--- src/mcc_pkg.sv ---
// Constants shared by the motion coprocessor control and status block.
// Assumes a single 20 MHz clock; every count here derives from that period.
package mcc_pkg;

   // Clock
   localparam int CLK_PERIOD_NS = 50;

   // Register bus
   localparam int ADDR_W = 4;
   localparam int DATA_W = 12;

   // Write map (register index equals address)
   localparam logic [3:0] ADDR_REVERSE_ANGLE = 4'h0;
   localparam logic [3:0] ADDR_PHASE_IN_1 = 4'h1;
   localparam logic [3:0] ADDR_PHASE_IN_2 = 4'h2;
   localparam logic [3:0] ADDR_PHASE_IN_3 = 4'h3;
   localparam logic [3:0] ADDR_FORWARD_ANGLE = 4'h4;
   localparam logic [3:0] ADDR_SYSTEM_CONTROL = 4'hd;

   // Read map
   localparam logic [3:0] ADDR_RESULT_0 = 4'h0;
   localparam logic [3:0] ADDR_RESULT_1 = 4'h1;
   localparam logic [3:0] ADDR_RESULT_2 = 4'h2;
   localparam logic [3:0] ADDR_RESULT_3 = 4'h3;
   localparam logic [3:0] ADDR_CONV_V = 4'h5;
   localparam logic [3:0] ADDR_CONV_W = 4'h6;
   localparam logic [3:0] ADDR_CONV_AUX = 4'h7;
   localparam logic [3:0] ADDR_CONV_U = 4'h8;
   localparam logic [3:0] ADDR_SYSTEM_STATUS = 4'he;

   // Conversion channel codes on the converter result port
   localparam logic [1:0] CHAN_U = 2'h0;
   localparam logic [1:0] CHAN_V = 2'h1;
   localparam logic [1:0] CHAN_W = 2'h2;
   localparam logic [1:0] CHAN_AUX = 2'h3;

   // System control fields
   localparam int CTRL_U_EN = 3;
   localparam int CTRL_AUX_EN = 4;
   localparam int CTRL_CLK_DIV2 = 5;
   localparam int CTRL_XF_IRQ_EN = 6;
   localparam int CTRL_CONV_IRQ_EN = 7;
   localparam int CTRL_IRQ_LEVEL = 8;
   localparam int CTRL_THREE_PHASE = 10;
   localparam logic [11:0] CTRL_RESET = 12'h000;
   // Bits that hold state; reserved bits are dropped and read zero
   localparam logic [11:0] CTRL_MASK = 12'h5f8;

   // System status fields
   localparam int STAT_CONV_DONE = 0;
   localparam int STAT_XF_DONE = 1;
   localparam int STAT_RESULT_VALID = 4;
   localparam int STAT_IRQ_SOURCE = 11;
   localparam logic STAT_VALID_RESET = 1'b0;

   // Conversion results carry eleven significant bits
   localparam logic [11:0] CONV_LSB_CLEAR = 12'hffe;

   // Edge-mode interrupt pulse width
   localparam int IRQ_PULSE_NS = 200;
   localparam logic [3:0] IRQ_PULSE_CYC = 4'((IRQ_PULSE_NS + CLK_PERIOD_NS - 1) / CLK_PERIOD_NS);

endpackage

--- src/mcc_clk_div.sv ---
// Optional divide-by-two of the system clock, given as a clock enable.
// Assumes the datapath outside gates its registers with o_clk_en.
`timescale 1ns/10ps
module mcc_clk_div (
   input wire logic i_clock,
   input wire logic i_rst_b,
   input wire logic i_div2,
   output logic o_clk_en
);

   typedef struct packed {
      logic phase;
      logic en;
   } mcc_div_state_t;

   mcc_div_state_t q;
   mcc_div_state_t d;

   always_comb begin
      d = q;
      // Phase runs freely so the enable stays at half rate with even spacing
      d.phase = ~q.phase;
      d.en = i_div2 ? q.phase : 1'b1;
   end

   always_ff @(posedge i_clock or negedge i_rst_b) begin
      if (!i_rst_b) begin
         q <= '0;
      end else begin
         q <= d;
      end
   end

   assign o_clk_en = q.en;

endmodule

--- src/mcc_ctrl_status.sv ---
// Control and status registers of the motion coprocessor, on its parallel host bus.
// Assumes the host strobes are asynchronous and held at least four clocks,
// and that the converter and transform datapath run on the same clock.
`timescale 1ns/10ps

module mcc_ctrl_status #(
   parameter int DATA_W = mcc_pkg::DATA_W,
   parameter logic [3:0] IRQ_PULSE = mcc_pkg::IRQ_PULSE_CYC
) (
   input wire logic i_clock,
   input wire logic i_rst_b,
   // Host bus pins
   input wire logic i_cs_b,
   input wire logic i_rd_b,
   input wire logic i_wr_b,
   input wire logic [mcc_pkg::ADDR_W-1:0] i_addr,
   input wire logic [DATA_W-1:0] i_data,
   output logic [DATA_W-1:0] o_data,
   output logic o_data_oe,
   // Open-drain interrupt request, low when driven
   output logic o_irq_b,
   output logic o_irq_oe,
   // Converter side
   input wire logic i_conv_valid,
   input wire logic [1:0] i_conv_chan,
   input wire logic [DATA_W-1:0] i_conv_data,
   input wire logic i_conv_done,
   output logic o_conv_u_en,
   output logic o_conv_aux_en,
   // Transform datapath side
   output logic o_xf_fwd_start,
   output logic o_xf_rev_start,
   output logic [DATA_W-1:0] o_xf_angle,
   output logic [DATA_W-1:0] o_xf_in_1,
   output logic [DATA_W-1:0] o_xf_in_2,
   output logic [DATA_W-1:0] o_xf_in_3,
   output logic o_xf_three_phase,
   input wire logic i_xf_done,
   input wire logic [DATA_W-1:0] i_xf_res_0,
   input wire logic [DATA_W-1:0] i_xf_res_1,
   input wire logic [DATA_W-1:0] i_xf_res_2,
   input wire logic [DATA_W-1:0] i_xf_res_3,
   // System clock enable for the datapath
   output logic o_sys_clk_en
);

   if (DATA_W != 12) begin : g_width_check
      $error("mcc_ctrl_status supports a 12-bit data bus only");
   end

   typedef struct packed {
      // Pin synchronisers; stage 1 feeds stage 2 only
      logic cs_s1;
      logic cs_s2;
      logic cs_s3;
      logic rd_s1;
      logic rd_s2;
      logic rd_s3;
      logic wr_s1;
      logic wr_s2;
      logic wr_s3;
      logic [3:0] addr_s1;
      logic [3:0] addr_s2;
      logic [11:0] data_s1;
      logic [11:0] data_s2;
      // Registers
      logic [11:0] ctrl;
      logic [11:0] angle;
      logic [2:0][11:0] phase_in;
      logic [3:0][11:0] result;
      logic [3:0][11:0] conv;
      // Status
      logic st_conv;
      logic st_xf;
      logic st_valid;
      logic st_irq;
      // Outputs
      logic fwd_start;
      logic rev_start;
      logic [11:0] rdata;
      logic rd_oe;
      logic [3:0] irq_cnt;
      logic irq_oe;
   } mcc_state_t;

   mcc_state_t q;
   mcc_state_t d;

   function automatic logic [11:0] status_word(input mcc_state_t s);
      logic [11:0] w;
      w = 12'h000;
      w[mcc_pkg::STAT_CONV_DONE] = s.st_conv;
      w[mcc_pkg::STAT_XF_DONE] = s.st_xf;
      w[mcc_pkg::STAT_RESULT_VALID] = s.st_valid;
      w[mcc_pkg::STAT_IRQ_SOURCE] = s.st_irq;
      return w;
   endfunction

   always_comb begin
      logic wr_edge;
      logic rd_active;
      logic rd_end;
      logic conv_evt;
      logic xf_evt;
      logic [11:0] rword;
      wr_edge = 1'b0;
      rd_active = 1'b0;
      rd_end = 1'b0;
      conv_evt = 1'b0;
      xf_evt = 1'b0;
      rword = 12'h000;
      d = q;

      // Two flops before any use; the third flop forms the strobe edges and holds select from one cycle earlier
      d.cs_s1 = i_cs_b;
      d.cs_s2 = q.cs_s1;
      d.cs_s3 = q.cs_s2;
      d.rd_s1 = i_rd_b;
      d.rd_s2 = q.rd_s1;
      d.rd_s3 = q.rd_s2;
      d.wr_s1 = i_wr_b;
      d.wr_s2 = q.wr_s1;
      d.wr_s3 = q.wr_s2;
      d.addr_s1 = i_addr;
      d.addr_s2 = q.addr_s1;
      d.data_s1 = i_data;
      d.data_s2 = q.data_s1;

      // Select is taken as it stood while the strobe was still low
      wr_edge = q.wr_s2 & ~q.wr_s3 & ~q.cs_s3;
      rd_active = ~q.rd_s2 & ~q.cs_s2;
      rd_end = q.rd_s2 & ~q.rd_s3 & ~q.cs_s3;

      d.fwd_start = 1'b0;
      d.rev_start = 1'b0;

      if (wr_edge) begin
         case (q.addr_s2)
            mcc_pkg::ADDR_REVERSE_ANGLE: begin
               d.angle = q.data_s2;
               d.rev_start = 1'b1;
            end
            mcc_pkg::ADDR_PHASE_IN_1: begin
               d.phase_in[0] = q.data_s2;
            end
            mcc_pkg::ADDR_PHASE_IN_2: begin
               d.phase_in[1] = q.data_s2;
            end
            mcc_pkg::ADDR_PHASE_IN_3: begin
               d.phase_in[2] = q.data_s2;
            end
            mcc_pkg::ADDR_FORWARD_ANGLE: begin
               d.angle = q.data_s2;
               d.fwd_start = 1'b1;
            end
            mcc_pkg::ADDR_SYSTEM_CONTROL: begin
               // Reserved bits are not stored, so a stray one cannot steer anything
               d.ctrl = q.data_s2 & mcc_pkg::CTRL_MASK;
            end
            default: begin
               // Reserved and unhandled locations are ignored
               d.ctrl = q.ctrl;
            end
         endcase
      end

      // Conversion results go out with the lowest bit forced clear
      if (i_conv_valid) begin
         d.conv[i_conv_chan] = i_conv_data & mcc_pkg::CONV_LSB_CLEAR;
      end

      // Clarke intermediates occupy result slots 2 and 3 in reverse mode
      if (i_xf_done) begin
         d.result[0] = i_xf_res_0;
         d.result[1] = i_xf_res_1;
         d.result[2] = i_xf_res_2;
         d.result[3] = i_xf_res_3;
      end

      conv_evt = i_conv_done & q.ctrl[mcc_pkg::CTRL_CONV_IRQ_EN];
      xf_evt = i_xf_done & q.ctrl[mcc_pkg::CTRL_XF_IRQ_EN];

      // Clear by read first so that a completion in the same cycle survives
      if (rd_end && q.addr_s2 == mcc_pkg::ADDR_SYSTEM_STATUS) begin
         d.st_conv = 1'b0;
         d.st_xf = 1'b0;
         d.st_irq = 1'b0;
      end
      if (conv_evt) begin
         d.st_conv = 1'b1;
      end
      if (xf_evt) begin
         d.st_xf = 1'b1;
      end
      if (conv_evt || xf_evt) begin
         d.st_irq = 1'b1;
      end

      // A start invalidates old results until the new ones land
      if (q.fwd_start || q.rev_start) begin
         d.st_valid = 1'b0;
      end
      if (i_xf_done) begin
         d.st_valid = 1'b1;
      end

      // Edge mode: a fixed low pulse per event; level mode follows the flags
      if (conv_evt || xf_evt) begin
         d.irq_cnt = IRQ_PULSE;
      end else if (q.irq_cnt != 4'h0) begin
         d.irq_cnt = q.irq_cnt - 4'h1;
      end
      if (q.ctrl[mcc_pkg::CTRL_IRQ_LEVEL]) begin
         d.irq_oe = d.st_conv | d.st_xf;
      end else begin
         d.irq_oe = d.irq_cnt != 4'h0;
      end

      case (q.addr_s2)
         mcc_pkg::ADDR_RESULT_0: begin
            rword = q.result[0];
         end
         mcc_pkg::ADDR_RESULT_1: begin
            rword = q.result[1];
         end
         mcc_pkg::ADDR_RESULT_2: begin
            rword = q.result[2];
         end
         mcc_pkg::ADDR_RESULT_3: begin
            rword = q.result[3];
         end
         mcc_pkg::ADDR_CONV_U: begin
            rword = q.conv[mcc_pkg::CHAN_U];
         end
         mcc_pkg::ADDR_CONV_V: begin
            rword = q.conv[mcc_pkg::CHAN_V];
         end
         mcc_pkg::ADDR_CONV_W: begin
            rword = q.conv[mcc_pkg::CHAN_W];
         end
         mcc_pkg::ADDR_CONV_AUX: begin
            rword = q.conv[mcc_pkg::CHAN_AUX];
         end
         mcc_pkg::ADDR_SYSTEM_CONTROL: begin
            rword = q.ctrl;
         end
         mcc_pkg::ADDR_SYSTEM_STATUS: begin
            rword = status_word(q);
         end
         default: begin
            rword = 12'h000;
         end
      endcase

      // Data freezes at the end of the read so the host sees stable bits
      if (rd_active) begin
         d.rdata = rword;
      end
      d.rd_oe = rd_active;
   end

   always_ff @(posedge i_clock or negedge i_rst_b) begin
      if (!i_rst_b) begin
         q <= '0;
         q.cs_s1 <= 1'b1;
         q.cs_s2 <= 1'b1;
         q.cs_s3 <= 1'b1;
         q.rd_s1 <= 1'b1;
         q.rd_s2 <= 1'b1;
         q.rd_s3 <= 1'b1;
         q.wr_s1 <= 1'b1;
         q.wr_s2 <= 1'b1;
         q.wr_s3 <= 1'b1;
         q.ctrl <= mcc_pkg::CTRL_RESET;
         q.st_valid <= mcc_pkg::STAT_VALID_RESET;
      end else begin
         q <= d;
      end
   end

   mcc_clk_div u_clk_div (
      .i_clock(i_clock),
      .i_rst_b(i_rst_b),
      .i_div2(q.ctrl[mcc_pkg::CTRL_CLK_DIV2]),
      .o_clk_en(o_sys_clk_en)
   );

   assign o_data = q.rdata;
   assign o_data_oe = q.rd_oe;
   assign o_irq_b = 1'b0;
   assign o_irq_oe = q.irq_oe;
   // Channel set: V and W always, U and auxiliary on request
   assign o_conv_u_en = q.ctrl[mcc_pkg::CTRL_U_EN];
   assign o_conv_aux_en = q.ctrl[mcc_pkg::CTRL_AUX_EN];
   assign o_xf_fwd_start = q.fwd_start;
   assign o_xf_rev_start = q.rev_start;
   // Inputs are live register contents, so the start uses what stands now
   assign o_xf_angle = q.angle;
   assign o_xf_in_1 = q.phase_in[0];
   assign o_xf_in_2 = q.phase_in[1];
   assign o_xf_in_3 = q.phase_in[2];
   assign o_xf_three_phase = q.ctrl[mcc_pkg::CTRL_THREE_PHASE];

endmodule

--- config.mk ---
export PLATFORM = sky130hd
export DESIGN_NAME = mcc_ctrl_status
export DESIGN_NICKNAME = d
export VERILOG_FILES = /design/src/mcc_pkg.sv /design/src/mcc_clk_div.sv /design/src/mcc_ctrl_status.sv
export SDC_FILE = /design/constraint.sdc
export NUM_CORES = 1
export LEC_CHECK = 0
export BUFFER_PORTS_ARGS = -buffer_cell sky130_fd_sc_hd__buf_2
export CELL_PAD_IN_SITES_DETAIL_PLACEMENT = 0
export CELL_PAD_IN_SITES_GLOBAL_PLACEMENT = 1
export CORE_MARGIN = 5
export CORE_UTILIZATION = 35
export DETAILED_ROUTE_END_ITERATION = 7
export HOLD_SLACK_MARGIN = 0.15
export PLACE_DENSITY_LB_ADDON = 0.1
export SLEW_MARGIN = 5
export SYNTH_ARGS = -nofsm -noshare
export SYNTH_HDL_FRONTEND = slang
export SYNTH_SLANG_ARGS = --single-unit
--- constraint.sdc ---
create_clock -name i_clock -period 2.72 [get_ports i_clock]
set_input_delay 0.272 -clock i_clock [delete_from_list [all_inputs] [get_ports i_clock]]
set_output_delay 0.272 -clock i_clock [all_outputs]
set_load 0.02 [all_outputs]
==> impl_results.html, run 1 <==
<table>
<tr><th>Metric</th><th>Value</th></tr>
<tr><th colspan="2">Yosys</th></tr>
<tr><td>Number of synthesized flops with an enable pin</td><td>0</td></tr>
<tr><td>Top-area cell type share of the netlist area</td><td>between 50 and 60%</td></tr>
<tr><td>Top cells by area in the synthesized netlist</td><td>dfrtp_1 57%, mux2_2 19%, buf_4 5.2%, dfstp_2 2.6%, mux2_4 1.5%</td></tr>
<tr><td>Synthesis-stage register bit count</td><td>214</td></tr>
<tr><td>Number of unique standard cell types used by synthesis</td><td>55</td></tr>
<tr><td>Most instantiated library cell after synthesis</td><td>dfrtp_1</td></tr>
<tr><td>Mean instance size in the synthesized netlist</td><td>14.02 um2</td></tr>
<tr><td>Post-synthesis sequential area ratio</td><td>59.52%</td></tr>
<tr><td>Share of flip-flops with an asynchronous set or reset after synthesis</td><td>100.0%</td></tr>
<tr><td>Total of warnings raised by yosys</td><td>0</td></tr>
<tr><td>Gate Count Post-Synth</td><td>between 600 and 700</td></tr>
<tr><td>Dominant cell type by area after synthesis</td><td>dfrtp_1</td></tr>
<tr><td>Top cells by instance count after synthesis</td><td>205 x dfrtp_1, 149 x mux2_2, 62 x buf_4</td></tr>
<tr><td>Leading register cell type out of synthesis</td><td>dfrtp_1</td></tr>
<tr><td>Netlist area before placement</td><td>around 0.009 mm2</td></tr>
<tr><td>Number of nets in the synthesized netlist</td><td>730</td></tr>
<tr><th colspan="2">Timing</th></tr>
<tr><td>Setup repair after global routing missed its margin</td><td>false</td></tr>
<tr><td>Slew Viols, Final</td><td>0</td></tr>
<tr><td>Final period demand of the worst path</td><td>just over 2000 ps</td></tr>
<tr><td>Portion of the clock cycle consumed by the worst path in the final layout</td><td>between 70% and 80%</td></tr>
<tr><td>Slew margin rel.</td><td>a little over a third</td></tr>
<tr><td>Setup skew after layout</td><td>8.606 ps</td></tr>
<tr><td>Slew @ Worst Pin</td><td>951.0 ps</td></tr>
<tr><td>Final setup viols</td><td>0</td></tr>
<tr><td>Hold Violations, Final</td><td>0</td></tr>
<tr><td>Fmax</td><td>around 480 MHz</td></tr>
<tr><td>Worst Hold Slack</td><td>between 300 and 400 ps</td></tr>
<tr><td>Setup TNS Final</td><td>0 ps</td></tr>
<tr><th colspan="2">Clock tree</th></tr>
<tr><td>Worst-skew pair later-pin latency</td><td>510 ps</td></tr>
<tr><td>Deepest clock path buffer count</td><td>3</td></tr>
<tr><td>CTS sink cnt</td><td>approximately 210</td></tr>
<tr><td>H-tree depth reported by CTS</td><td>1</td></tr>
<tr><td>TritonCTS clock tree</td><td>yes</td></tr>
<tr><td>Root cell of the clock tree</td><td>clkbuf_16</td></tr>
<tr><td>Clock transition at the registers of the reported paths</td><td>~60 ps</td></tr>
<tr><td>Number of buffers inserted during clock tree synthesis</td><td>25</td></tr>
<tr><td>Gates resized, CTS repair</td><td>0</td></tr>
<tr><th colspan="2">Die</th></tr>
<tr><td>Cell Rows</td><td>just under 60</td></tr>
<tr><td>Number of ports placed on the die boundary</td><td>approximately 160</td></tr>
<tr><td>Die Wd</td><td>roughly 170 um</td></tr>
<tr><td>Die Outline Area</td><td>~0.029 mm2</td></tr>
<tr><td>Initial core utilization</td><td>~36%</td></tr>
<tr><td>Placeable core region</td><td>0.02525 mm2</td></tr>
<tr><td>Vertical die dimension</td><td>about 170 um</td></tr>
<tr><th colspan="2">Final layout</th></tr>
<tr><td>Number of nets in the layout</td><td>919</td></tr>
<tr><td>Share of post-route cells with drive strength above 1</td><td>a little under half</td></tr>
<tr><td>Area growth, synth to finish</td><td>26.42%</td></tr>
<tr><td>Antenna diode count</td><td>0</td></tr>
<tr><td>Filler cells</td><td>about 2.3k</td></tr>
<tr><td>Count of non-filler cells in the finished layout</td><td>approximately 1.2k</td></tr>
<tr><th colspan="2">Global route</th></tr>
<tr><td>Vias in the first global route</td><td>~6.1k</td></tr>
<tr><td>Number of antenna violations at the first check in global routing</td><td>0</td></tr>
<tr><td>GR Overflow Total</td><td>0</td></tr>
<tr><td>Maximum number of pins on one net before global-route repair</td><td>75</td></tr>
<tr><td>Aggregate global-route resource usage</td><td>between 15 and 20%</td></tr>
<tr><td>Wire length of the first global-routing pass</td><td>34.90 mm</td></tr>
<tr><th colspan="2">Detailed routing</th></tr>
<tr><td>DR WL met2</td><td>about 11 mm</td></tr>
<tr><td>Drt initial violations</td><td>approximately 240</td></tr>
<tr><td>Routed wire per std cell</td><td>18.95 um</td></tr>
<tr><td>Routed via count</td><td>about 5.7k</td></tr>
<tr><td>Total met3 wirelength after detailed routing</td><td>approximately 1.1 mm</td></tr>
<tr><td>Routed metal-1 wirelength</td><td>roughly 10 mm</td></tr>
<tr><td>Number of search-and-repair iterations in the first detailed-routing pass</td><td>4</td></tr>
<tr><td>Remaining DRCs</td><td>0</td></tr>
<tr><td>Average via count per standard cell</td><td>between 4 and 5</td></tr>
<tr><td>Antenna Nets Post-Route</td><td>0</td></tr>
<tr><td>Wire length reported by the detailed router</td><td>about 22 mm</td></tr>
<tr><td>Uppermost metal layer occupied by signal nets</td><td>met4</td></tr>
<tr><th colspan="2">Setup path</th></tr>
<tr><td>Required time at the endpoint of the critical path</td><td>about 3100 ps</td></tr>
<tr><td>Worst setup path class</td><td>flop to flop</td></tr>
<tr><td>Crit path max-delay family</td><td>simple AND/OR/NAND/NOR gates</td></tr>
<tr><td>Highest net fanout along the worst path</td><td>15</td></tr>
<tr><td>Cell-by-cell trace of the critical path</td><td>or2_1, mux2_2</td></tr>
<tr><td>Kind of start point of the critical path</td><td>flop</td></tr>
<tr><td>Worst path bufs/invs</td><td>0</td></tr>
<tr><td>Endpoint class of the critical path</td><td>flop</td></tr>
<tr><td>Worst flop-to-flop path startpoint</td><td>q[207]$_DFF_PN0_</td></tr>
<tr><td>Number of cells on the critical path</td><td>2</td></tr>
<tr><td>Register-to-Register Setup Slack</td><td>650 ps</td></tr>
<tr><td>Worst EP arrival</td><td>between 2000 and 2500 ps</td></tr>
<tr><td>Cell with the biggest individual delay on the critical path</td><td>or2_1</td></tr>
<tr><td>Reg-to-reg critical path endpoint</td><td>o_xf_angle[1]$_DFFE_PN0P_</td></tr>
<tr><td>Max stage delay on crit path</td><td>820 ps</td></tr>
<tr><td>Depth of the worst register-to-register path</td><td>2</td></tr>
<tr><th colspan="2">Hold path</th></tr>
<tr><td>Hold Crit Class</td><td>input pin to asynchronous set/reset pin</td></tr>
<tr><th colspan="2">Placed design</th></tr>
<tr><td>Half-perimeter wire length after placement</td><td>15.67 mm</td></tr>
<tr><td>Cell count after placement</td><td>1055</td></tr>
<tr><td>PortBufs</td><td>around 150</td></tr>
<tr><td>Gpl congestion</td><td>0.7836</td></tr>
<tr><th colspan="2">Power</th></tr>
<tr><td>Pwr/cell area</td><td>between 700 and 800 mW/mm2</td></tr>
<tr><td>Max VDD drop</td><td>between 0.4 and 0.5 mV</td></tr>
<tr><td>Pleak</td><td>0.005271 uW</td></tr>
<tr><th colspan="2">Job</th></tr>
<tr><td>Max_cap viols</td><td>0</td></tr>
<tr><th colspan="2">Outcome</th></tr>
<tr><td>Result of the run</td><td>complete, no violations</td></tr>
</table>
## worst reg2reg max path: stages, from the launching register on
cell and delay [ps]:
dfrtp_1 700, or2_1 830, mux2_2 430
## metrics by stage
step | cell area, um2 | setup slack, ps | util (%) | total power [uW]
final | 11400 | 648.5 | 45.13 | 8539
after global routing | 11400 | 484.4 | 45.13 | 8933
after CTS | 11400 | 605.9 | 45.13 | 8668
after detailed placement | 9782 | 645.6 | 38.73 | 5221
after global placement | 9782 | 650.7 | 38.73 | 5162
after floorplan | 9016 | 1115 | - | 4864
## cells by family (layout without fill, tap and decap cells)
logic type               count (synthesis)  count (layout)  synth area share, %
flip-flops                             214             214                59.52
AND/OR/NAND/NOR                         75              75                4.468
buffers and inverters                   98             306                7.133
XOR/XNOR                                 1               1              0.09716
adder cells (fa/ha/maj)                  2               2               0.2636
AO/OA/AOI/OAI                           80              80                6.523
other                                    1               1              0.04159
multiplexers                           172             172                21.95
## report_power, final
part,switching [uW],internal [uW]
Clock,1280,2020
Sequential,262,3610
Combinational,686,681
## repair_timing
action	in CTS	in global routing
buffers inserted	0	0
hold buffers	80	0
endpoints found under the hold margin	183	0
## worst max path at each step
| stage | start | endpoint | slack (ps) |
|---|---|---|---|
| floorplan | q[207]$_DFF_PN0_ | o_data[11]$_DFFE_PN0P_ | 1120 |
| global placement | q[207]$_DFF_PN0_ | o_xf_angle[1]$_DFFE_PN0P_ | 650 |
| detailed placement | q[207]$_DFF_PN0_ | o_xf_angle[1]$_DFFE_PN0P_ | 650 |
| CTS | q[207]$_DFF_PN0_ | o_xf_angle[1]$_DFFE_PN0P_ | 610 |
| global route | q[207]$_DFF_PN0_ | o_data[11]$_DFFE_PN0P_ | 480 |
| finish | q[207]$_DFF_PN0_ | o_xf_angle[1]$_DFFE_PN0P_ | 650 |
## placed cells by master, fill, tap and decap left out, types with 4 or more instances in the layout
master / synthesis / layout
nand2_1: 19 / 19
dfstp_2: 9 / 9
inv_1: 6 / 6
nand2b_1: 4 / 4
nor2_1: 15 / 15
a22o_1: 10 / 10
a22oi_1: 10 / 10
buf_4: 62 / 19
buf_2: 16 / 151
clkbuf_16: 0 / 25
a21oi_1: 8 / 8
clkbuf_1: 7 / 9
a32oi_1: 10 / 10
o21ai_0: 14 / 14
o211ai_1: 4 / 4
nand3_1: 8 / 8
clkinv_2: 0 / 5
mux2i_1: 11 / 11
nor3_1: 8 / 8
mux2_4: 9 / 9
dlygate4sd3_1: 0 / 80
mux2_2: 149 / 149
dfrtp_1: 205 / 205
## flip-flops by register name, indices dropped and copies added, names as in the netlist
name / cells
o_conv_aux_en: 1
o_data_oe: 1
q: 123
o_data: 12
d: 22
o_xf_in_1: 12
u_clk_div.q: 1
o_xf_rev_start: 1
o_conv_u_en: 1
u_clk_div.o_clk_en: 1
o_xf_in_3: 12
o_xf_three_phase: 1
o_xf_in_2: 12
o_irq_oe: 1
o_xf_fwd_start: 1
o_xf_angle: 12
## per-layer routing
layer,global-route usage (%),up-vias
met3,2.842,32
met4,3.333,0
li1,-,2627
met1,21.66,2889
met2,24.67,115
met5,0,-
## layout make-up
cell class / instances / area [um2] / share of cell area, %
clock buffers: 35 / 673.1 / 5.906
clock inverters: 11 / 142.6 / 1.251
inverters: 6 / 22.52 / 0.1976
multi-input cells: 331 / 3007 / 26.38
flip-flops and latches: 214 / 5366 / 47.08
well taps: 330 / 412.9 / 3.622
repair buffers: 254 / 1774 / 15.57
No activity file was read; power rests on OpenSTA's default activity.
==> run 2, diff against run 1 <==
==> constraint.sdc (replaced) <==
create_clock -name i_clock -period 1.9 [get_ports i_clock]
set_input_delay 0.19 -clock i_clock [delete_from_list [all_inputs] [get_ports i_clock]]
set_output_delay 0.19 -clock i_clock [all_outputs]
set_load 0.02 [all_outputs]
==> impl_results.html, run 2 (synthesized netlist as in run 1, its figures left out) <==
<table>
<tr><th>Metric</th><th>Value</th></tr>
<tr><th colspan="2">Setup path</th></tr>
<tr><td>Worst EP arrival</td><td>roughly 2200 ps</td></tr>
<tr><td>Kind of start point of the critical path</td><td>flop</td></tr>
<tr><td>Worst path bufs/invs</td><td>1</td></tr>
<tr><td>Max stage delay on crit path</td><td>~420 ps</td></tr>
<tr><td>Highest net fanout along the worst path</td><td>24</td></tr>
<tr><td>Crit path max-delay family</td><td>compound AO/OA/AOI/OAI gates</td></tr>
<tr><td>Cell-by-cell trace of the critical path</td><td>buf_12, mux2_2, a221oi_1, o21ai_0, a32o_1</td></tr>
<tr><td>Required time at the endpoint of the critical path</td><td>roughly 2300 ps</td></tr>
<tr><td>Worst setup path class</td><td>flop to flop</td></tr>
<tr><td>Cell with the biggest individual delay on the critical path</td><td>dfrtp_1</td></tr>
<tr><td>Endpoint class of the critical path</td><td>flop</td></tr>
<tr><th colspan="2">Detailed routing</th></tr>
<tr><td>Uppermost metal layer occupied by signal nets</td><td>met4</td></tr>
<tr><td>DR WL met2</td><td>about 11 mm</td></tr>
<tr><td>Drt initial violations</td><td>between 200 and 300</td></tr>
<tr><td>Wire length reported by the detailed router</td><td>around 23 mm</td></tr>
<tr><td>Remaining DRCs</td><td>0</td></tr>
<tr><td>Routed via count</td><td>approximately 5.7k</td></tr>
<tr><td>Routed metal-1 wirelength</td><td>approximately 10 mm</td></tr>
<tr><td>Number of search-and-repair iterations in the first detailed-routing pass</td><td>4</td></tr>
<tr><td>Antenna Nets Post-Route</td><td>0</td></tr>
<tr><td>Routed wire per std cell</td><td>19.03 um</td></tr>
<tr><td>Average via count per standard cell</td><td>roughly 4.8</td></tr>
<tr><td>Total met3 wirelength after detailed routing</td><td>approximately 1 mm</td></tr>
<tr><th colspan="2">Final layout</th></tr>
<tr><td>Antenna diode count</td><td>0</td></tr>
<tr><td>Number of nets in the layout</td><td>between 900 and 1k</td></tr>
<tr><td>Area of the multi-input gates</td><td>0.003015 mm2</td></tr>
<tr><td>Flip-flop count of the largest register, all copies and words added</td><td>123</td></tr>
<tr><td>Area growth, synth to finish</td><td>29.07%</td></tr>
<tr><td>Most frequent standard cell in the layout excluding fill and tap cells</td><td>dfrtp_1</td></tr>
<tr><td>FF+latch area</td><td>0.005368 mm2</td></tr>
<tr><td>Largest register by flop count</td><td>q</td></tr>
<tr><td>Share of post-route cells with drive strength above 1</td><td>47.39%</td></tr>
<tr><td>Highest-count cells in the layout ignoring fill and taps</td><td>204 x dfrtp_1, 151 x buf_2, 149 x mux2_2</td></tr>
<tr><td>Final instance area</td><td>~0.012 mm2</td></tr>
<tr><td>Filler cells</td><td>2301</td></tr>
<tr><th colspan="2">Die</th></tr>
<tr><td>Initial core utilization</td><td>between 30% and 40%</td></tr>
<tr><td>Cell Rows</td><td>a little under 60</td></tr>
<tr><td>Number of ports placed on the die boundary</td><td>between 150 and 200</td></tr>
<tr><td>Vertical die dimension</td><td>170.5 um</td></tr>
<tr><td>Placeable core region</td><td>~0.025 mm2</td></tr>
<tr><td>Die Outline Area</td><td>0.02907 mm2</td></tr>
<tr><td>Die Wd</td><td>about 170 um</td></tr>
<tr><th colspan="2">Power</th></tr>
<tr><td>Max VDD drop</td><td>0.7366 mV</td></tr>
<tr><td>Net switching power of the design</td><td>3210 uW</td></tr>
<tr><td>Pleak</td><td>0.005389 uW</td></tr>
<tr><td>Switching fraction of total power</td><td>25.56%</td></tr>
<tr><td>Pwr/cell area</td><td>~1100 mW/mm2</td></tr>
<tr><td>Clock network fraction of design power</td><td>between 30% and 40%</td></tr>
<tr><td>Power share of the combinational group</td><td>around 16%</td></tr>
<tr><td>Fraction of power consumed by sequential logic</td><td>44.2%</td></tr>
<tr><td>Internal power</td><td>9346 uW</td></tr>
<tr><th colspan="2">Timing</th></tr>
<tr><td>Portion of the clock cycle consumed by the worst path in the final layout</td><td>approximately 95%</td></tr>
<tr><td>Hold Violations, Final</td><td>0</td></tr>
<tr><td>Final period demand of the worst path</td><td>1804 ps</td></tr>
<tr><td>Setup skew after layout</td><td>12.06 ps</td></tr>
<tr><td>Setup TNS Final</td><td>0 ps</td></tr>
<tr><td>Setup repair after global routing missed its margin</td><td>false</td></tr>
<tr><td>Fmax</td><td>between 500 and 600 MHz</td></tr>
<tr><td>Slew Viols, Final</td><td>0</td></tr>
<tr><td>Final setup viols</td><td>0</td></tr>
<tr><th colspan="2">Global route</th></tr>
<tr><td>Aggregate global-route resource usage</td><td>between 10% and 20%</td></tr>
<tr><td>Maximum number of pins on one net before global-route repair</td><td>48</td></tr>
<tr><td>GR Overflow Total</td><td>0</td></tr>
<tr><td>Number of antenna violations at the first check in global routing</td><td>0</td></tr>
<tr><td>Wire length of the first global-routing pass</td><td>about 35 mm</td></tr>
<tr><td>Vias in the first global route</td><td>6169</td></tr>
<tr><th colspan="2">Placed design</th></tr>
<tr><td>Placed cell area</td><td>0.009955 mm2</td></tr>
<tr><td>PortBufs</td><td>152</td></tr>
<tr><td>Gpl congestion</td><td>between 0.8 and 0.9</td></tr>
<tr><td>Half-perimeter wire length after placement</td><td>approximately 16 mm</td></tr>
<tr><th colspan="2">Outcome</th></tr>
<tr><td>Result of the run</td><td>complete, no violations</td></tr>
<tr><th colspan="2">Clock tree</th></tr>
<tr><td>Deepest clock path buffer count</td><td>3</td></tr>
<tr><td>Worst-skew pair later-pin latency</td><td>approximately 500 ps</td></tr>
<tr><td>Number of buffers inserted during clock tree synthesis</td><td>25</td></tr>
<tr><td>Root cell of the clock tree</td><td>clkbuf_16</td></tr>
<tr><td>Setup fix buffers added after clock tree synthesis</td><td>0</td></tr>
<tr><td>H-tree depth reported by CTS</td><td>1</td></tr>
<tr><td>Clock transition at the registers of the reported paths</td><td>about 60 ps</td></tr>
<tr><td>CTS sink cnt</td><td>214</td></tr>
<tr><td>TritonCTS clock tree</td><td>yes</td></tr>
<tr><th colspan="2">Hold path</th></tr>
<tr><td>Hold Crit Class</td><td>input pin to asynchronous set/reset pin</td></tr>
<tr><th colspan="2">Job</th></tr>
<tr><td>Max_cap viols</td><td>0</td></tr>
</table>
==> run 2: changes by cell type in the layout (fill, tap and decap cells not counted), moves of 2 or more <==
cell / before / now
bufinv_16: 3 / 5
buf_12: 3 / 9
buf_4: 19 / 26
clkbuf_1: 9 / 5
==> run 2: repair_timing <==
item	in CTS	in global routing
endpoints found under the hold margin	326	0
resized for setup	0	4
hold buffers	80	0
endpoints found under the setup margin	0	6
==> run 2: final timing paths <==
| path | from | end | slack (ps) | cells after the start |
|---|---|---|---|---|
| setup / recovery | q[205]$_DFF_PN0_ | o_data[3]$_DFFE_PN0P_ | 100 | 5 |
| hold / removal | i_rst_b | o_xf_angle[9]$_DFFE_PN0P_ | 170 | 2 |
| setup reg to reg | q[205]$_DFF_PN0_ | o_data[3]$_DFFE_PN0P_ | 100 | 5 |
| hold reg to reg | d[186]$_DFF_PN0_ | q[186]$_DFF_PN0_ | 350 | 0 |
| max in group asynchronous | i_rst_b | q[207]$_DFF_PN0_ | 1090 | 3 |
| min in group i_clock | i_xf_done | q[21]$_DFFE_PN0P_ | 200 | 2 |
==> run 2: layer usage <==
metal  global-route usage [%]  up-vias
met4                    3.611        0
met3                    2.611       40
met2                    25.19      127
met1                    21.52     2922
met5                        0        -
li1                         -     2640
==> run 2: per-stage QoR <==
| stage | hold slack [ps] | worst slack, ps | utilization [%] | total power [uW] | std cells |
|---|---|---|---|---|---|
| 2_1_floorplan | -105.6 | 295.5 | - | 6964 | 643 |
| 3_5_place_dp | 118.9 | 94.42 | 39.42 | 7513 | 1068 |
| 3_3_place_gp | 115.5 | 109.1 | 39.42 | 7422 | 1068 |
| 4_1_cts | 175.2 | 43.49 | 46.04 | 12740 | 1193 |
| 5_1_grt | 193.9 | 1.216 | 46.08 | 13140 | 1193 |
| 6_report | 171.8 | 96.10 | 46.08 | 12560 | 1193 |
==> run 2: area by class of cell <==
class                           count  area share (%)
Tap cell                          330           3.548
Sequential cell                   214           46.12
Clock inverter                     13           1.720
Multi-Input combinational cell    331           25.91
Timing Repair Buffer              267           16.73
Clock buffer                       32           5.774
Inverter                            6          0.1935
==> run 2: worst register-to-register path: cells and delay by family (launching register included) <==
family                 cells  cell delay, ps
buffers and inverters      1             210
DFF                        1             420
muxes                      1             370
AOI/OAI and AO/OA          3             690
==> run 2: power by group through the flow <==
stage	sequential (uW)	combinational, uW	clock, uW
2_1_floorplan	5490	1470	0
3_3_place_gp	5590	1830	0
3_5_place_dp	5620	1890	0
4_1_cts	5550	2030	5170
5_1_grt	5610	2170	5360
6_report	5550	2000	5010
==> run 3, diff against run 2 <==
--- a/config.mk
+++ b/config.mk
@@ -6,13 +6,10 @@
 export NUM_CORES = 1
 export LEC_CHECK = 0
 export BUFFER_PORTS_ARGS = -buffer_cell sky130_fd_sc_hd__buf_2
-export CELL_PAD_IN_SITES_DETAIL_PLACEMENT = 0
-export CELL_PAD_IN_SITES_GLOBAL_PLACEMENT = 1
 export CORE_MARGIN = 5
 export CORE_UTILIZATION = 35
 export DETAILED_ROUTE_END_ITERATION = 7
 export HOLD_SLACK_MARGIN = 0.15
-export PLACE_DENSITY_LB_ADDON = 0.1
 export SLEW_MARGIN = 5
 export SYNTH_ARGS = -nofsm -noshare
 export SYNTH_HDL_FRONTEND = slang
==> impl_results.html, run 3 (synthesized netlist as in run 1, its figures left out) <==
<table>
<tr><th>Metric</th><th>Value</th></tr>
<tr><th colspan="2">Outcome</th></tr>
<tr><td>Result of the run</td><td>complete, no violations</td></tr>
<tr><th colspan="2">Power</th></tr>
<tr><td>Max VDD drop</td><td>about 0.53 mV</td></tr>
<tr><td>Pleak</td><td>0.005333 uW</td></tr>
<tr><td>Pwr/cell area</td><td>~1000 mW/mm2</td></tr>
<tr><td>Power after layout</td><td>11790 uW</td></tr>
<tr><th colspan="2">Die</th></tr>
<tr><td>Initial core utilization</td><td>a little over a third</td></tr>
<tr><td>Die Wd</td><td>170.5 um</td></tr>
<tr><td>Number of ports placed on the die boundary</td><td>about 160</td></tr>
<tr><td>Placeable core region</td><td>~0.025 mm2</td></tr>
<tr><td>Die Outline Area</td><td>0.02907 mm2</td></tr>
<tr><td>Cell Rows</td><td>58</td></tr>
<tr><td>Vertical die dimension</td><td>170.5 um</td></tr>
<tr><th colspan="2">Timing</th></tr>
<tr><td>Slew margin rel.</td><td>between 60 and 70%</td></tr>
<tr><td>Fmax</td><td>562.1 MHz</td></tr>
<tr><td>Slew @ Worst Pin</td><td>around 560 ps</td></tr>
<tr><td>Portion of the clock cycle consumed by the worst path in the final layout</td><td>a little over nine tenths</td></tr>
<tr><td>Hold Violations, Final</td><td>0</td></tr>
<tr><td>Final period demand of the worst path</td><td>approximately 1800 ps</td></tr>
<tr><td>Setup TNS Final</td><td>0 ps</td></tr>
<tr><td>Setup repair after global routing missed its margin</td><td>false</td></tr>
<tr><td>Setup skew after layout</td><td>11.09 ps</td></tr>
<tr><td>Slew Viols, Final</td><td>0</td></tr>
<tr><td>Final setup viols</td><td>0</td></tr>
<tr><th colspan="2">Final layout</th></tr>
<tr><td>Area growth, synth to finish</td><td>27.70%</td></tr>
<tr><td>Count of non-filler cells in the finished layout</td><td>around 1.2k</td></tr>
<tr><td>Largest register by flop count</td><td>q</td></tr>
<tr><td>Most frequent standard cell in the layout excluding fill and tap cells</td><td>dfrtp_1</td></tr>
<tr><td>Flip-flop count of the largest register, all copies and words added</td><td>123</td></tr>
<tr><td>Highest-count cells in the layout ignoring fill and taps</td><td>205 x dfrtp_1, 151 x buf_2, 149 x mux2_2</td></tr>
<tr><td>Share of post-route cells with drive strength above 1</td><td>a little under half</td></tr>
<tr><td>Number of nets in the layout</td><td>a little over 900</td></tr>
<tr><th colspan="2">Hold path</th></tr>
<tr><td>Cell depth of the worst hold path</td><td>3</td></tr>
<tr><td>Hold Crit Endpoint</td><td>q[21]$_DFFE_PN0P_</td></tr>
<tr><td>Hold path start</td><td>i_xf_done</td></tr>
<tr><td>Hold Crit Class</td><td>input pin to flop</td></tr>
<tr><th colspan="2">Placed design</th></tr>
<tr><td>Half-perimeter wire length after placement</td><td>15.41 mm</td></tr>
<tr><td>Gpl congestion</td><td>approximately 0.79</td></tr>
<tr><td>PortBufs</td><td>roughly 150</td></tr>
<tr><td>Cell count after placement</td><td>around 1.1k</td></tr>
<tr><th colspan="2">Global route</th></tr>
<tr><td>Maximum number of pins on one net before global-route repair</td><td>just under 70</td></tr>
<tr><td>Wire length of the first global-routing pass</td><td>34.75 mm</td></tr>
<tr><td>Number of antenna violations at the first check in global routing</td><td>0</td></tr>
<tr><td>GR Overflow Total</td><td>0</td></tr>
<tr><td>Aggregate global-route resource usage</td><td>around 15%</td></tr>
<tr><td>Vias in the first global route</td><td>6070</td></tr>
<tr><th colspan="2">Setup path</th></tr>
<tr><td>Required time at the endpoint of the critical path</td><td>around 2300 ps</td></tr>
<tr><td>Highest net fanout along the worst path</td><td>23</td></tr>
<tr><td>Cell-by-cell trace of the critical path</td><td>buf_12, nand2b_1, nor3b_4, buf_12, mux2_2</td></tr>
<tr><td>Reg-to-reg critical path endpoint</td><td>o_xf_three_phase$_DFFE_PN0P_</td></tr>
<tr><td>Max stage delay on crit path</td><td>between 400 and 500 ps</td></tr>
<tr><td>Worst setup path class</td><td>flop to flop</td></tr>
<tr><td>Endpoint class of the critical path</td><td>flop</td></tr>
<tr><td>Depth of the worst register-to-register path</td><td>5</td></tr>
<tr><td>Dominant cell type by count on the critical path</td><td>buf_12</td></tr>
<tr><td>Worst EP arrival</td><td>between 2000 and 2500 ps</td></tr>
<tr><td>Kind of start point of the critical path</td><td>flop</td></tr>
<tr><td>Worst flop-to-flop path startpoint</td><td>q[204]$_DFF_PN0_</td></tr>
<tr><td>Register-to-Register Setup Slack</td><td>about 120 ps</td></tr>
<tr><td>Cell with the biggest individual delay on the critical path</td><td>dfrtp_1</td></tr>
<tr><th colspan="2">Clock tree</th></tr>
<tr><td>Number of buffers inserted during clock tree synthesis</td><td>24</td></tr>
<tr><td>Root cell of the clock tree</td><td>clkbuf_16</td></tr>
<tr><td>TritonCTS clock tree</td><td>yes</td></tr>
<tr><td>Deepest clock path buffer count</td><td>3</td></tr>
<tr><td>Clock transition at the registers of the reported paths</td><td>60 ps</td></tr>
<tr><td>H-tree depth reported by CTS</td><td>1</td></tr>
<tr><td>Worst-skew pair later-pin latency</td><td>roughly 500 ps</td></tr>
<tr><td>CTS sink cnt</td><td>214</td></tr>
<tr><th colspan="2">Detailed routing</th></tr>
<tr><td>Total met3 wirelength after detailed routing</td><td>approximately 1.1 mm</td></tr>
<tr><td>Routed via count</td><td>5680</td></tr>
<tr><td>Wire length reported by the detailed router</td><td>between 20 and 25 mm</td></tr>
<tr><td>Number of search-and-repair iterations in the first detailed-routing pass</td><td>4</td></tr>
<tr><td>Average via count per standard cell</td><td>4.749</td></tr>
<tr><td>Remaining DRCs</td><td>0</td></tr>
<tr><td>Routed wire per std cell</td><td>roughly 18 um</td></tr>
<tr><td>Routed metal-1 wirelength</td><td>about 9.6 mm</td></tr>
<tr><td>Drt initial violations</td><td>271</td></tr>
<tr><td>Antenna Nets Post-Route</td><td>0</td></tr>
<tr><td>DR WL met2</td><td>around 11 mm</td></tr>
<tr><td>Uppermost metal layer occupied by signal nets</td><td>met4</td></tr>
<tr><th colspan="2">Job</th></tr>
<tr><td>Max_cap viols</td><td>0</td></tr>
</table>
run 3: repair_timing:
action                     4_1_cts  5_1_grt
setup endpoints to repair        0        2
hold buffers                    80        0
setup buffers                    0        0
hold endpoints to repair       305        0
resized for setup                0        1
run 3: critical path: cells and delay by family, from the launching register on:
kind,cells,cell delay [ps]
buf+inv,2,370
flops,1,440
simple gates,2,520
mux,1,330
run 3: how the worst max path moves through the flow:
stage / to / cells after the start / slack, ps / startpoint
2_1_floorplan: o_data[11]$_DFFE_PN0P_ / 6 / 300 / q[207]$_DFF_PN0_
4_1_cts: o_xf_three_phase$_DFFE_PN0P_ / 5 / 120 / q[204]$_DFF_PN0_
6_report: o_xf_three_phase$_DFFE_PN0P_ / 5 / 120 / q[204]$_DFF_PN0_
5_1_grt: o_data[5]$_DFFE_PN0P_ / 7 / 10 / q[205]$_DFF_PN0_
3_5_place_dp: o_data[5]$_DFFE_PN0P_ / 7 / 130 / q[205]$_DFF_PN0_
3_3_place_gp: o_data[3]$_DFFE_PN0P_ / 5 / 110 / q[205]$_DFF_PN0_
run 3: stage by stage:
step | setup WS, ps | cell area, um2 | util (%) | hold slack, ps
2_1_floorplan | 295.5 | 9016 | - | -105.6
3_3_place_gp | 110.8 | 9977 | 39.51 | 192.8
3_5_place_dp | 129.0 | 9977 | 39.51 | 195.1
4_1_cts | 116.2 | 11510 | 45.57 | 183.8
5_1_grt | 12.48 | 11510 | 45.58 | 215.3
6_report | 121.0 | 11510 | 45.59 | 207.1
run 3: cell type report:
class | instances | area [um2]
Inverter | 6 | 22.52
Timing Repair Buffer | 270 | 1969
Multi-Input combinational cell | 331 | 3009
Antenna cell | 1 | 2.502
Tap cell | 330 | 412.9
Fill cell | 2305 | 13740
Clock buffer | 41 | 715.7
Sequential cell | 214 | 5366
Clock inverter | 3 | 15.01
run 3: metal layers:
metal	track usage, %	up-vias
li1	-	2655
met1	21.27	2874
met2	24.60	123
met3	2.472	28
met4	3.611	0
met5	0	-
run 3: report_power, final:
| part | leakage, uW | switching, uW | internal [uW] | total, uW |
|---|---|---|---|---|
| Clock | 0.000357 | 1730 | 2540 | 4270 |
| Combinational | 0.00239 | 981 | 1000 | 1980 |
| Sequential | 0.00259 | 367 | 5170 | 5530 |
